`config.mk`:
```
export PLATFORM = sky130hd
export DESIGN_NAME = xsbr_seq
export DESIGN_NICKNAME = d
export VERILOG_FILES = /design/src/hw/xsbr_pkg.sv /design/src/hw/xsbr_seq.sv /design/src/hw/xsbr_decode.sv /design/src/hw/xsbr_addr.sv
export VERILOG_INCLUDE_DIRS = /design/src /design/src/hw
export SDC_FILE = /design/constraint.sdc
export NUM_CORES = 1
export LEC_CHECK = 0
export BUFFER_PORTS_ARGS = -buffer_cell sky130_fd_sc_hd__buf_2
export CORE_MARGIN = 8
export CORE_UTILIZATION = 54
export DETAILED_ROUTE_END_ITERATION = 7
export GPL_TIMING_DRIVEN = 1
export PLACE_DENSITY = 0.92
export SLEW_MARGIN = 20
export SYNTH_ARGS = -nofsm -noshare
export SYNTH_HDL_FRONTEND = slang
export SYNTH_HIERARCHICAL = 1
export SYNTH_SLANG_ARGS = --single-unit
```
`constraint.sdc`:
```
create_clock -name core_clk -period 4.8 [get_ports core_clk]
set_clock_uncertainty 0.05 [all_clocks]
set_input_delay 0.96 -clock core_clk [delete_from_list [all_inputs] [get_ports core_clk]]
set_output_delay 0.96 -clock core_clk [all_outputs]
set_load 0.005 [all_outputs]
```
`src/hw/xsbr_consts.svh`:
```
// Constants of the backward scan-and-translate sequencer.
// Assumes inclusion by bare name from files under hw/.
`ifndef XSBR_CONSTS_SVH
`define XSBR_CONSTS_SVH

// Fixed bits of the two instruction words
`define XSBR_W0_TOP 8'hb8
`define XSBR_W0_LOW 4'he
`define XSBR_W1_TOP 4'h0
`define XSBR_W1_LOW 4'he

// Register port offsets
`define XSBR_OFS_CTRL 8'h00
`define XSBR_OFS_STATUS 8'h04
`define XSBR_OFS_RESULT 8'h08
`define XSBR_OFS_COUNT 8'h0c
`define XSBR_OFS_PTR 8'h10

// Field positions
`define XSBR_CTRL_MODE_LSB 0
`define XSBR_STAT_Z_BIT 0
`define XSBR_STAT_V_BIT 1
`define XSBR_STAT_BUSY_BIT 2
`define XSBR_STAT_STATE_LSB 4

// Reset values
`define XSBR_MODE_RST 2'h0
`define XSBR_WORD_RST 32'h0
`define XSBR_CNT_RST 16'h0
`define XSBR_BYTE_RST 8'h0

`endif

```
`src/hw/xsbr_pkg.sv`:
```
// Types of the backward scan-and-translate sequencer.
// Assumes nothing beyond a SystemVerilog compiler.
package xsbr_pkg;

    typedef enum logic [1:0] {
        XSBR_COMPACT = 2'h0,
        XSBR_SEGMENTED = 2'h1,
        XSBR_LINEAR = 2'h2
    } xsbr_mode_t;

    // Gray order from XSBR_IDLE to XSBR_STEP; the loop back to XSBR_RD_TGT flips both bits
    typedef enum logic [1:0] {
        XSBR_IDLE = 2'h0,
        XSBR_RD_TGT = 2'h1,
        XSBR_RD_TBL = 2'h3,
        XSBR_STEP = 2'h2
    } xsbr_state_t;

    // Compact mode sees only a 16-bit word register
    function automatic logic [31:0] xsbr_fit(input xsbr_mode_t m, input logic [31:0] v);
        xsbr_fit = (m == XSBR_COMPACT) ? {16'h0, v[15:0]} : v;
    endfunction

endpackage

```
`src/hw/xsbr_seq.sv`:
```
// Sequencer for the repeating backward byte scan-and-translate.
// Assumes a same-clock memory port that answers with mem_ack and
// a register file that supplies operands at issue and takes write-back.
//
// The register offsets and the address-and-strobe port are this design's own decisions.
`timescale 1ns/100ps
`default_nettype none
`include "xsbr_consts.svh"
module xsbr_seq (
    input wire logic core_clk,
    input wire logic reset,
    input wire logic [7:0] reg_addr,
    input wire logic [31:0] reg_wdata,
    input wire logic reg_wr,
    input wire logic reg_rd,
    output logic [31:0] reg_rdata,
    input wire logic instr_valid,
    input wire logic [15:0] instr_word0,
    input wire logic [15:0] instr_word1,
    input wire logic [31:0] ptr_in,
    input wire logic [31:0] base_in,
    input wire logic [15:0] cnt_in,
    input wire logic int_pending,
    output logic mem_req,
    output logic [31:0] mem_addr,
    input wire logic mem_ack,
    input wire logic [7:0] mem_rdata,
    output logic busy,
    output logic done,
    output logic suspended,
    output logic illegal,
    output logic [3:0] ptr_sel,
    output logic [3:0] cnt_sel,
    output logic [31:0] wb_ptr,
    output logic [15:0] wb_cnt,
    output logic [7:0] table_result_byte_reg,
    output logic flag_zero,
    output logic flag_count_zero
);
    import xsbr_pkg::*;

    ////////////////////////////////////////////////////////////////////////
    xsbr_state_t state_ff, nxt_state;
    xsbr_mode_t mode_ff;
    logic [31:0] ptr_ff, base_ff, mem_addr_ff, rdata_ff;
    logic [15:0] cnt_ff;
    logic [7:0] xlat_ff;
    logic [3:0] psel_ff, csel_ff;
    logic z_ff, v_ff, busy_ff, req_ff, done_ff, susp_ff, ill_ff;

    wire logic dec_ok;
    wire logic [3:0] dec_psel, dec_csel;
    wire logic [31:0] tbl_addr, dec_ptr;
    wire logic [15:0] cnt_dec;
    wire logic start, tgt_ack, tbl_ack, in_step, term, pause;
    wire logic ctrl_wr;

    xsbr_decode u_dec (
        .word0(instr_word0),
        .word1(instr_word1),
        .match(dec_ok),
        .ptr_sel(dec_psel),
        .cnt_sel(dec_csel),
        .base_sel()
    );

    // Live mode, so a mode change mid-string applies to the next lookup
    xsbr_addr u_tbl (
        .mode(mode_ff),
        .base(base_ff),
        .delta({24'h0, mem_rdata}),
        .sum(tbl_addr)
    );

    xsbr_addr u_step (
        .mode(mode_ff),
        .base(ptr_ff),
        .delta(32'hffffffff),
        .sum(dec_ptr)
    );

    ////////////////////////////////////////////////////////////////////////
    // Sequencing
    assign start = (state_ff == XSBR_IDLE) && instr_valid && dec_ok;
    assign tgt_ack = (state_ff == XSBR_RD_TGT) && mem_ack;
    assign tbl_ack = (state_ff == XSBR_RD_TBL) && mem_ack;
    assign in_step = (state_ff == XSBR_STEP);
    assign cnt_dec = cnt_ff - 16'h1;
    assign term = (xlat_ff != 8'h0) || (cnt_dec == 16'h0);
    assign pause = !term && int_pending;

    always_comb begin
        case (state_ff)
            XSBR_IDLE: nxt_state = start ? XSBR_RD_TGT : XSBR_IDLE;
            XSBR_RD_TGT: nxt_state = mem_ack ? XSBR_RD_TBL : XSBR_RD_TGT;
            XSBR_RD_TBL: nxt_state = mem_ack ? XSBR_STEP : XSBR_RD_TBL;
            XSBR_STEP: nxt_state = (term || pause) ? XSBR_IDLE : XSBR_RD_TGT;
            default: nxt_state = XSBR_IDLE;
        endcase
    end

    always_ff @(posedge core_clk) begin
        if (reset) begin
            state_ff <= XSBR_IDLE;
        end else begin
            state_ff <= nxt_state;
        end
    end

    ////////////////////////////////////////////////////////////////////////
    // Operands; base only loads at issue and is never written back
    always_ff @(posedge core_clk) begin
        if (reset) begin
            ptr_ff <= `XSBR_WORD_RST;
            base_ff <= `XSBR_WORD_RST;
            cnt_ff <= `XSBR_CNT_RST;
            psel_ff <= 4'h0;
            csel_ff <= 4'h0;
        end else if (start) begin
            ptr_ff <= xsbr_fit(mode_ff, ptr_in);
            base_ff <= xsbr_fit(mode_ff, base_in);
            cnt_ff <= cnt_in;
            psel_ff <= dec_psel;
            csel_ff <= dec_csel;
        end else if (in_step) begin
            ptr_ff <= dec_ptr;
            cnt_ff <= cnt_dec;
        end
    end

    // Flags: only zero and count-exhausted exist here; the rest are never touched
    always_ff @(posedge core_clk) begin
        if (reset) begin
            xlat_ff <= `XSBR_BYTE_RST;
            z_ff <= 1'b0;
            v_ff <= 1'b0;
        end else if (tbl_ack) begin
            xlat_ff <= mem_rdata;
            z_ff <= (mem_rdata == 8'h0);
        end else if (in_step) begin
            v_ff <= (cnt_dec == 16'h0);
        end
    end

    ////////////////////////////////////////////////////////////////////////
    // Memory port: request held until acknowledged
    always_ff @(posedge core_clk) begin
        if (reset) begin
            req_ff <= 1'b0;
            mem_addr_ff <= `XSBR_WORD_RST;
        end else if (start) begin
            req_ff <= 1'b1;
            mem_addr_ff <= xsbr_fit(mode_ff, ptr_in);
        end else if (tgt_ack) begin
            mem_addr_ff <= tbl_addr;
        end else if (tbl_ack) begin
            req_ff <= 1'b0;
        end else if (in_step && !term && !pause) begin
            req_ff <= 1'b1;
            mem_addr_ff <= dec_ptr;
        end
    end

    // Busy level and completion pulses; a pause leaves pointer and counter ready for re-issue
    always_ff @(posedge core_clk) begin
        if (reset) begin
            busy_ff <= 1'b0;
            done_ff <= 1'b0;
            susp_ff <= 1'b0;
            ill_ff <= 1'b0;
        end else begin
            busy_ff <= (nxt_state != XSBR_IDLE);
            done_ff <= in_step && term;
            susp_ff <= in_step && pause;
            ill_ff <= (state_ff == XSBR_IDLE) && instr_valid && !dec_ok;
        end
    end

    ////////////////////////////////////////////////////////////////////////
    // Register port; unmapped reads return zero
    assign ctrl_wr = reg_wr && (reg_addr == `XSBR_OFS_CTRL);

    always_ff @(posedge core_clk) begin
        if (reset) begin
            mode_ff <= xsbr_mode_t'(`XSBR_MODE_RST);
        end else if (ctrl_wr && (reg_wdata[`XSBR_CTRL_MODE_LSB +: 2] != 2'h3)) begin
            mode_ff <= xsbr_mode_t'(reg_wdata[`XSBR_CTRL_MODE_LSB +: 2]);
        end
    end

    always_ff @(posedge core_clk) begin
        if (reset) begin
            rdata_ff <= `XSBR_WORD_RST;
        end else if (reg_rd) begin
            case (reg_addr)
                `XSBR_OFS_CTRL: rdata_ff <= {30'h0, mode_ff};
                `XSBR_OFS_STATUS: rdata_ff <= {26'h0, state_ff, 1'b0, busy_ff, v_ff, z_ff};
                `XSBR_OFS_RESULT: rdata_ff <= {24'h0, xlat_ff};
                `XSBR_OFS_COUNT: rdata_ff <= {16'h0, cnt_ff};
                `XSBR_OFS_PTR: rdata_ff <= ptr_ff;
                default: rdata_ff <= `XSBR_WORD_RST;
            endcase
        end else begin
            rdata_ff <= `XSBR_WORD_RST;
        end
    end

    assign reg_rdata = rdata_ff;
    assign mem_req = req_ff;
    assign mem_addr = mem_addr_ff;
    assign busy = busy_ff;
    assign done = done_ff;
    assign suspended = susp_ff;
    assign illegal = ill_ff;
    assign ptr_sel = psel_ff;
    assign cnt_sel = csel_ff;
    assign wb_ptr = ptr_ff;
    assign wb_cnt = cnt_ff;
    assign table_result_byte_reg = xlat_ff;
    assign flag_zero = z_ff;
    assign flag_count_zero = v_ff;

    ////////////////////////////////////////////////////////////////////////
    a_tgt_addr:
    assert property (@(posedge core_clk) disable iff (reset)
        in_step && !term && !pause |=> mem_req && mem_addr == ptr_ff)
        else $error("target read not at string pointer");

    a_tbl_addr:
    assert property (@(posedge core_clk) disable iff (reset)
        tgt_ack && mode_ff == XSBR_LINEAR |=> mem_addr == base_ff + {24'h0, $past(mem_rdata)})
        else $error("table address is not base plus index");

    a_tbl_compact:
    assert property (@(posedge core_clk) disable iff (reset)
        tgt_ack && mode_ff == XSBR_COMPACT |=> mem_addr[31:16] == 16'h0)
        else $error("compact table address leaves 16 bits");

    a_result_load:
    assert property (@(posedge core_clk) disable iff (reset)
        tbl_ack |=> table_result_byte_reg == $past(mem_rdata) ##1 (done || busy || suspended))
        else $error("translated byte not loaded");

    a_ptr_step:
    assert property (@(posedge core_clk) disable iff (reset)
        in_step |=> wb_ptr[15:0] == $past(ptr_ff[15:0]) - 16'h1)
        else $error("string pointer did not step back");

    a_cnt_step:
    assert property (@(posedge core_clk) disable iff (reset)
        in_step |=> wb_cnt == $past(cnt_ff) - 16'h1)
        else $error("counter did not decrement");

    a_loop_stop:
    assert property (@(posedge core_clk) disable iff (reset)
        in_step && (xlat_ff != 8'h0 || cnt_ff == 16'h1) |=> done && !busy)
        else $error("loop did not stop");

    a_loop_more:
    assert property (@(posedge core_clk) disable iff (reset)
        in_step && xlat_ff == 8'h0 && cnt_ff != 16'h1 && !int_pending |=> !done && mem_req)
        else $error("loop stopped early");

    a_base_kept:
    assert property (@(posedge core_clk) disable iff (reset)
        busy && !start |=> $stable(base_ff))
        else $error("table base changed");

    a_flag_zero:
    assert property (@(posedge core_clk) disable iff (reset)
        done |-> flag_zero == (table_result_byte_reg == 8'h0))
        else $error("zero flag wrong");

    a_flag_count:
    assert property (@(posedge core_clk) disable iff (reset)
        done || suspended |-> flag_count_zero == (wb_cnt == 16'h0))
        else $error("count flag wrong");

    a_bad_code:
    assert property (@(posedge core_clk) disable iff (reset)
        !busy && instr_valid && !dec_ok |=> illegal && !busy)
        else $error("bad encoding not refused");

    a_pause:
    assert property (@(posedge core_clk) disable iff (reset)
        in_step && !term && int_pending |=> suspended && !busy && !mem_req)
        else $error("interrupt not taken between passes");

endmodule
`default_nettype wire

```
`src/hw/xsbr_decode.sv`:
```
// Decoder of the two-word backward scan-and-translate encoding.
// Assumes both words are presented together and held stable.
`timescale 1ns/100ps
`default_nettype none
`include "xsbr_consts.svh"
module xsbr_decode (
    input wire logic [15:0] word0,
    input wire logic [15:0] word1,
    output logic match,
    output logic [3:0] ptr_sel,
    output logic [3:0] cnt_sel,
    output logic [3:0] base_sel
);
    wire logic w0_ok;
    wire logic w1_ok;

    assign ptr_sel = word0[7:4];
    assign cnt_sel = word1[11:8];
    assign base_sel = word1[7:4];
    assign w0_ok = (word0[15:8] == `XSBR_W0_TOP) && (word0[3:0] == `XSBR_W0_LOW);
    assign w1_ok = (word1[15:12] == `XSBR_W1_TOP) && (word1[3:0] == `XSBR_W1_LOW);
    // Register 0 cannot be an indirect pointer
    assign match = w0_ok && w1_ok && (ptr_sel != 4'h0) && (base_sel != 4'h0);
endmodule
`default_nettype wire

```
`src/hw/xsbr_addr.sv`:
```
// Mode-aware address adder, used for table lookup and pointer step.
// Assumes the base is already fitted to the active mode.
`timescale 1ns/100ps
`default_nettype none
module xsbr_addr (
    input wire xsbr_pkg::xsbr_mode_t mode,
    input wire logic [31:0] base,
    input wire logic [31:0] delta,
    output logic [31:0] sum
);
    import xsbr_pkg::*;
    wire logic [15:0] ofs_sum;

    assign ofs_sum = base[15:0] + delta[15:0];
    // Segmented sums never carry into the segment number
    assign sum = (mode == XSBR_LINEAR) ? base + delta :
                 (mode == XSBR_SEGMENTED) ? {base[31:16], ofs_sum} : {16'h0, ofs_sum};
endmodule
`default_nettype wire

```
==> results of run 1 <==
-- worst max path at each step --
stage	start	end	slack [ps]
floorplan	instr_word0[0]	wb_ptr[20]$_SDFFE_PP0P_	1140
global placement	mem_rdata[4]	mem_addr[27]$_SDFFE_PP0P_	880
detailed placement	mem_rdata[4]	mem_addr[19]$_SDFFE_PP0P_	830
CTS	wb_cnt[0]$_SDFFE_PP0P_	mem_addr[0]$_SDFFE_PP0P_	1020
global route	mem_rdata[4]	mem_addr[19]$_SDFFE_PP0P_	1000
finish	mem_rdata[4]	mem_addr[19]$_SDFFE_PP0P_	1150
-- cell usage in the layout (no fill, tap or decap), types with 33 or more instances in the layout --
master	n
a21o_1	48
a21oi_1	136
and3_1	42
buf_2	271
conb_1	57
dfxtp_1	171
ha_1	64
inv_1	40
nand2_1	234
nand3_1	45
nor2_1	124
o21ai_0	90
xnor2_1	33
-- metrics by stage --
step	hold slack, ps	std cells	cell area [µm²]	setup WS (ps)	power, mW
6_report	406	2064	13900	1150	3.16
3_5_place_dp	393	2029	13300	827	1.69
5_1_grt	429	2063	13900	1000	3.25
4_1_cts	404	2061	13900	1020	3.16
2_1_floorplan	391	1570	11900	1140	1.59
3_3_place_gp	390	2029	13200	884	1.69
-- cell type report --
| class | instances | area (µm²) |
|---|---|---|
| multi-input combinational | 1251 | 7870 |
| clock inverter | 15 | 200 |
| inverter | 40 | 150 |
| sequential | 171 | 3420 |
| clock buffer | 17 | 425 |
| timing repair buffer | 287 | 1480 |
| fill | 1809 | 7650 |
| antenna | 3 | 7.51 |
| tap | 280 | 350 |
-- worst max-delay path, cell delays in order --
cell and delay [ps]:
buf_2 110, ha_1 350, a21o_1 200, a31o_2 240, o211ai_1 290, a21oi_2 170
a21boi_0 350, o221ai_1 180, xnor2_1 150, o21ai_0 400, a221o_1 270, o21ai_0 100
a211oi_2 180
-- power by group --
part / internal [mW] / leakage, nW / switching (mW)
Sequential: 1.42 / 1.38 / 0.000211
Combinational: 0.0985 / 4.59 / 0.152
Clock: 0.800 / 0.304 / 0.694
Total: 2.32 / 6.27 / 0.847
-- layer usage --
metal | vias up | share of wire, % | track usage [%]
met4 | 4 | 5.0 | 14.4
met3 | 149 | 11 | 6.96
met1 | 6004 | 39 | 36.5
li1 | 5955 | - | -
met5 | - | 0.067 | 0
met2 | 815 | 45 | 47.7
==> reports/qor.txt, run 1 <==
Status: completed
Avg WL per Cell: 19.6 µm
Ports: 302
Final core occ: 64.5%
Core box area: 0.0216 mm²
R2R cell count: 8
Starting DRT DRC Count: 1482
Final max-slew violation count: 0
Setup Crit Path Kind: input port to register
Final Cycle Share: 76.1%
DRT Pass-1 Iters: 6
Critical Path AT: 3970 ps
Initial Utilization: 54.2%
RSZ-0062 raised after global routing: no
Gate Count Post-Synth: 1515
Final period demand of the worst path: 3650 ps
Avg Inst Size Synth: 7.71 µm²
Worst hold start: ptr_sel[0]$_SDFFE_PP0P_
Via count: 12900
Setup violations, final: 0
Largest net degree at the start of global routing: 87
Initial antenna violation count: 4
Worst rel slew slack: 24.9%
Drt drc: 0
Die Y: 163 µm
Vias in the first global route: 12400
Pleak: 6.27 nW
RR Endpoint: mem_addr[31]$_SDFFE_PP0P_
Crit path max fanout: 5
Endpoint, Worst Hold: ptr_sel[0]$_SDFFE_PP0P_
Setup crit end kind: register
Vias/cell: 6.26
Share of layout cells above drive strength 1: 22.9%
TritonCTS buffer count: 17
Die ar.: 0.0266 mm²
Nets: 2001
Fin. Hold Viols: 0
H-tree depth: 4
Post-route ant nets: 0
Worst min path class: register to register
CTS resizes: 0
Yosys warnings: 6
Actual slew at the worst max-slew pin: 1130 ps
Clock buffer depth: 2
Row cnt: 54
Worst flop-to-flop path startpoint: wb_cnt[0]$_SDFFE_PP0P_
Root Buffer Master: clkbuf_16
First-pass GRT wire length: 64000 µm
Synthesized area: 0.0117 mm²
Clock Sinks: 171
Post-CTS Hold Buffers: 0
Chip width: 163 µm
Setup tns final: 0 ps
Setup repair bufs after CTS: 0
Max_cap viols: 0
Clock-pin slew on the worst setup and hold paths: 80 ps
GPL Wtd Cong: 0.960
Fmax: 274 MHz
Worst reg-to-reg setup slack: 1270 ps
Final WL: 40400 µm
CP startpoint kind: input port
CTS tree: done
Area Growth Syn to Fin: 19.0%
Post-DP HPWL: 29900 µm
I/O Buffers: 271
CP Data Required Time: 5120 ps
Worst Hold Depth: 2
Total grt overflow: 0
Total track usage: 29.6%
Max VDD drop: 0.214 mV
Clk_lat worst skew: 450 ps
Power Density: 228 mW/mm²
Note: power is estimated with default switching activity, not from simulation.
==> run 2: changes to the inputs <==
Settings changed: ABC_AREA set to 1, CORE_UTILIZATION 54 to 56, PLACE_DENSITY 0.92 to 0.93.
Clock period 4.8 ns to 3.78 ns, I/O delays scaled along.
==> run 2 against run 1 <==
Final cell count up 40%. Highest routed layer unchanged. Critical path type is now register to register. Design area up 15%. Power up 24%. Combinational power up 39%.
==> reports/qor.txt, run 2 <==
CP Data Required Time: 4130 ps (-990 ps)
Actual slew at the worst max-slew pin: 920 ps (-205 ps)
RR Endpoint: wb_ptr[26]$_SDFFE_PP0P_
Critical Path AT: 3130 ps (-840 ps)
Chip width: 172 µm (+5.3%)
Share of layout cells above drive strength 1: 18.6% (-4.2 points)
Vias/cell: 5.40 (-14%)
GPL Wtd Cong: 0.966 (+0.68%)
Avg WL per Cell: 16.0 µm (-18%)
Starting DRT DRC Count: 1822 (+23%)
Setup crit end kind: register
Ports: 302 (unchanged)
Pwr Total: 3.93 mW (+24%)
Placed cell count: 2850 (+40%)
Critical Path End: wb_ptr[26]$_SDFFE_PP0P_
Switching power: 1.11 mW (+31%)
Clk pwr share: 45.3% (-2.0 points)
Fin. Hold Viols: 0 (unchanged)
Post-Layout Cell Count: 2882 (+40%)
Logic pwr share: 8.9% (+1.0 points)
Post-DP Area: 0.0153 mm² (+16%)
Worst reg-to-reg setup slack: 1000 ps (-270 ps)
Status: completed
Final period demand of the worst path: 2780 ps
Most frequent cells in the layout: 718 x nand2_1, 375 x inv_1, 271 x buf_2
Post-route cell area: 0.0159 mm² (+15%)
Die Y: 172 µm (+5.3%)
Setup tns final: 0 ps (unchanged)
Post-route ant nets: 0 (unchanged)
Core box area: 0.0240 mm² (+12%)
TritonCTS buffer count: 17 (unchanged)
Total track usage: 31.0% (+1.5 points)
Area Growth Syn to Fin: 17.2%
Initial Utilization: 56.5% (+2.3 points)
Row cnt: 57 (+5.6%)
Slack of the critical path: 1000 ps (-148 ps)
Initial antenna violation count: 1 (-3)
Setup violations, final: 0 (unchanged)
CP startpoint kind: register
Cell internal pwr: 2.82 mW (+22%)
Crit path max fanout: 44 (+39)
Clk_lat worst skew: 460 ps (about the same)
Worst min path class: register to register
Multi-input logic area: 0.00845 mm² (+7.4%)
Yosys warnings: 6 (unchanged)
Max VDD drop: 0.232 mV (+8.5%)
Drt drc: 0 (unchanged)
Register area: 0.00342 mm² (unchanged)
Hold slack: 416 ps (+9.61 ps)
Worst flop-to-flop path startpoint: state_ff[1]$_SDFF_PP0_
Setup repair bufs after CTS: 0 (unchanged)
RSZ-0062 raised after global routing: no
Setup Crit Path Kind: register to register
Die ar.: 0.0295 mm² (+11%)
Clock Sinks: 171 (unchanged)
Synthesized area: 0.0136 mm² (+16%)
Final Cycle Share: 73.5%
Nets: 2778 (+39%)
Total grt overflow: 0 (unchanged)
Pre-CTS setup slack: 651 ps (-175 ps)
Number of fillers in the final layout: 2215 (+22%)
Via count: 15600 (+20%)
I/O Buffers: 271 (unchanged)
Worst rel slew slack: 38.7% (+14 points)
Clock buffer depth: 2 (unchanged)
DRT Pass-1 Iters: 8 (+2)
Clock-pin slew on the worst setup and hold paths: 80 ps (about the same)
Power Density: 247 mW/mm² (+8.5%)
Max_cap viols: 0 (unchanged)
Root Buffer Master: clkbuf_16
CTS tree: done
Switching share of power: 28.3% (+1.5 points)
Largest net degree at the start of global routing: 81 (-6.9%)
Post-CTS Hold Buffers: 0 (unchanged)
Avg Inst Size Synth: 6.00 µm² (-22%)
Final core occ: 66.2% (+1.7 points)
Vias in the first global route: 14600 (+17%)
R2R cell count: 8 (unchanged)
Seq pwr share: 45.8% (+1.0 points)
Pleak: 8.75 nW (+40%)
Final WL: 46200 µm (+14%)
Worst Hold Depth: 2 (unchanged)
Commonest non-fill, non-tap cell in the layout: nand2_1
H-tree depth: 4 (unchanged)
Fmax: 360 MHz
Diodes inserted: 0 (-3)
Final max-slew violation count: 0 (unchanged)
Post-DP HPWL: 36400 µm (+22%)
Crit path from: state_ff[1]$_SDFF_PP0_
Gate Count Post-Synth: 2262 (+49%)
First-pass GRT wire length: 73100 µm (+14%)
CTS resizes: 0 (unchanged)
## run 2: worst min path at each step
stage	startpoint	slack (ps)	end
final	ptr_sel[3]$_SDFFE_PP0P_	420	ptr_sel[3]$_SDFFE_PP0P_
after global routing	ptr_sel[1]$_SDFFE_PP0P_	440	ptr_sel[1]$_SDFFE_PP0P_
after CTS	ptr_sel[1]$_SDFFE_PP0P_	410	ptr_sel[1]$_SDFFE_PP0P_
after detailed placement	ptr_sel[1]$_SDFFE_PP0P_	400	ptr_sel[1]$_SDFFE_PP0P_
after global placement	cnt_sel[2]$_SDFFE_PP0P_	400	cnt_sel[2]$_SDFFE_PP0P_
after floorplan	base_ff[0]$_SDFFE_PP0P_	400	base_ff[0]$_SDFFE_PP0P_
## run 2: area by class of cell
cell class / instances / share of cell area [%]
inverters: 396 / 9.34
flip-flops and latches: 171 / 21.5
well taps: 324 / 2.55
clock inverters: 14 / 1.08
clock buffers: 18 / 2.70
multi-input cells: 1665 / 53.1
repair buffers: 294 / 9.76
## run 2: worst max-delay path: stages, from the launching register on
cell      delay (ps)
dfxtp_1          350
inv_1            450
nand4_1          550
inv_2            550
buf_12           260
nand3_1          160
o21ai_0          150
o211ai_1         100
inv_1             80
## run 2: power by group through the flow
stage          clock network, mW  registers, mW  logic [mW]
6_report                    1.78           1.80       0.349
2_1_floorplan                  0           1.84       0.206
5_1_grt                     1.87           1.80       0.381
4_1_cts                     1.79           1.80       0.338
3_3_place_gp                   0           1.84       0.328
3_5_place_dp                   0           1.84       0.335
## run 2: per-layer routing
metal | GRT usage [%] | vias up | part of all wire, %
met5 | 0 | - | 0.028
met4 | 14.7 | 2 | 4.6
met3 | 5.35 | 150 | 9.0
met2 | 50.8 | 786 | 46
met1 | 39.1 | 6994 | 41
li1 | - | 7622 | -
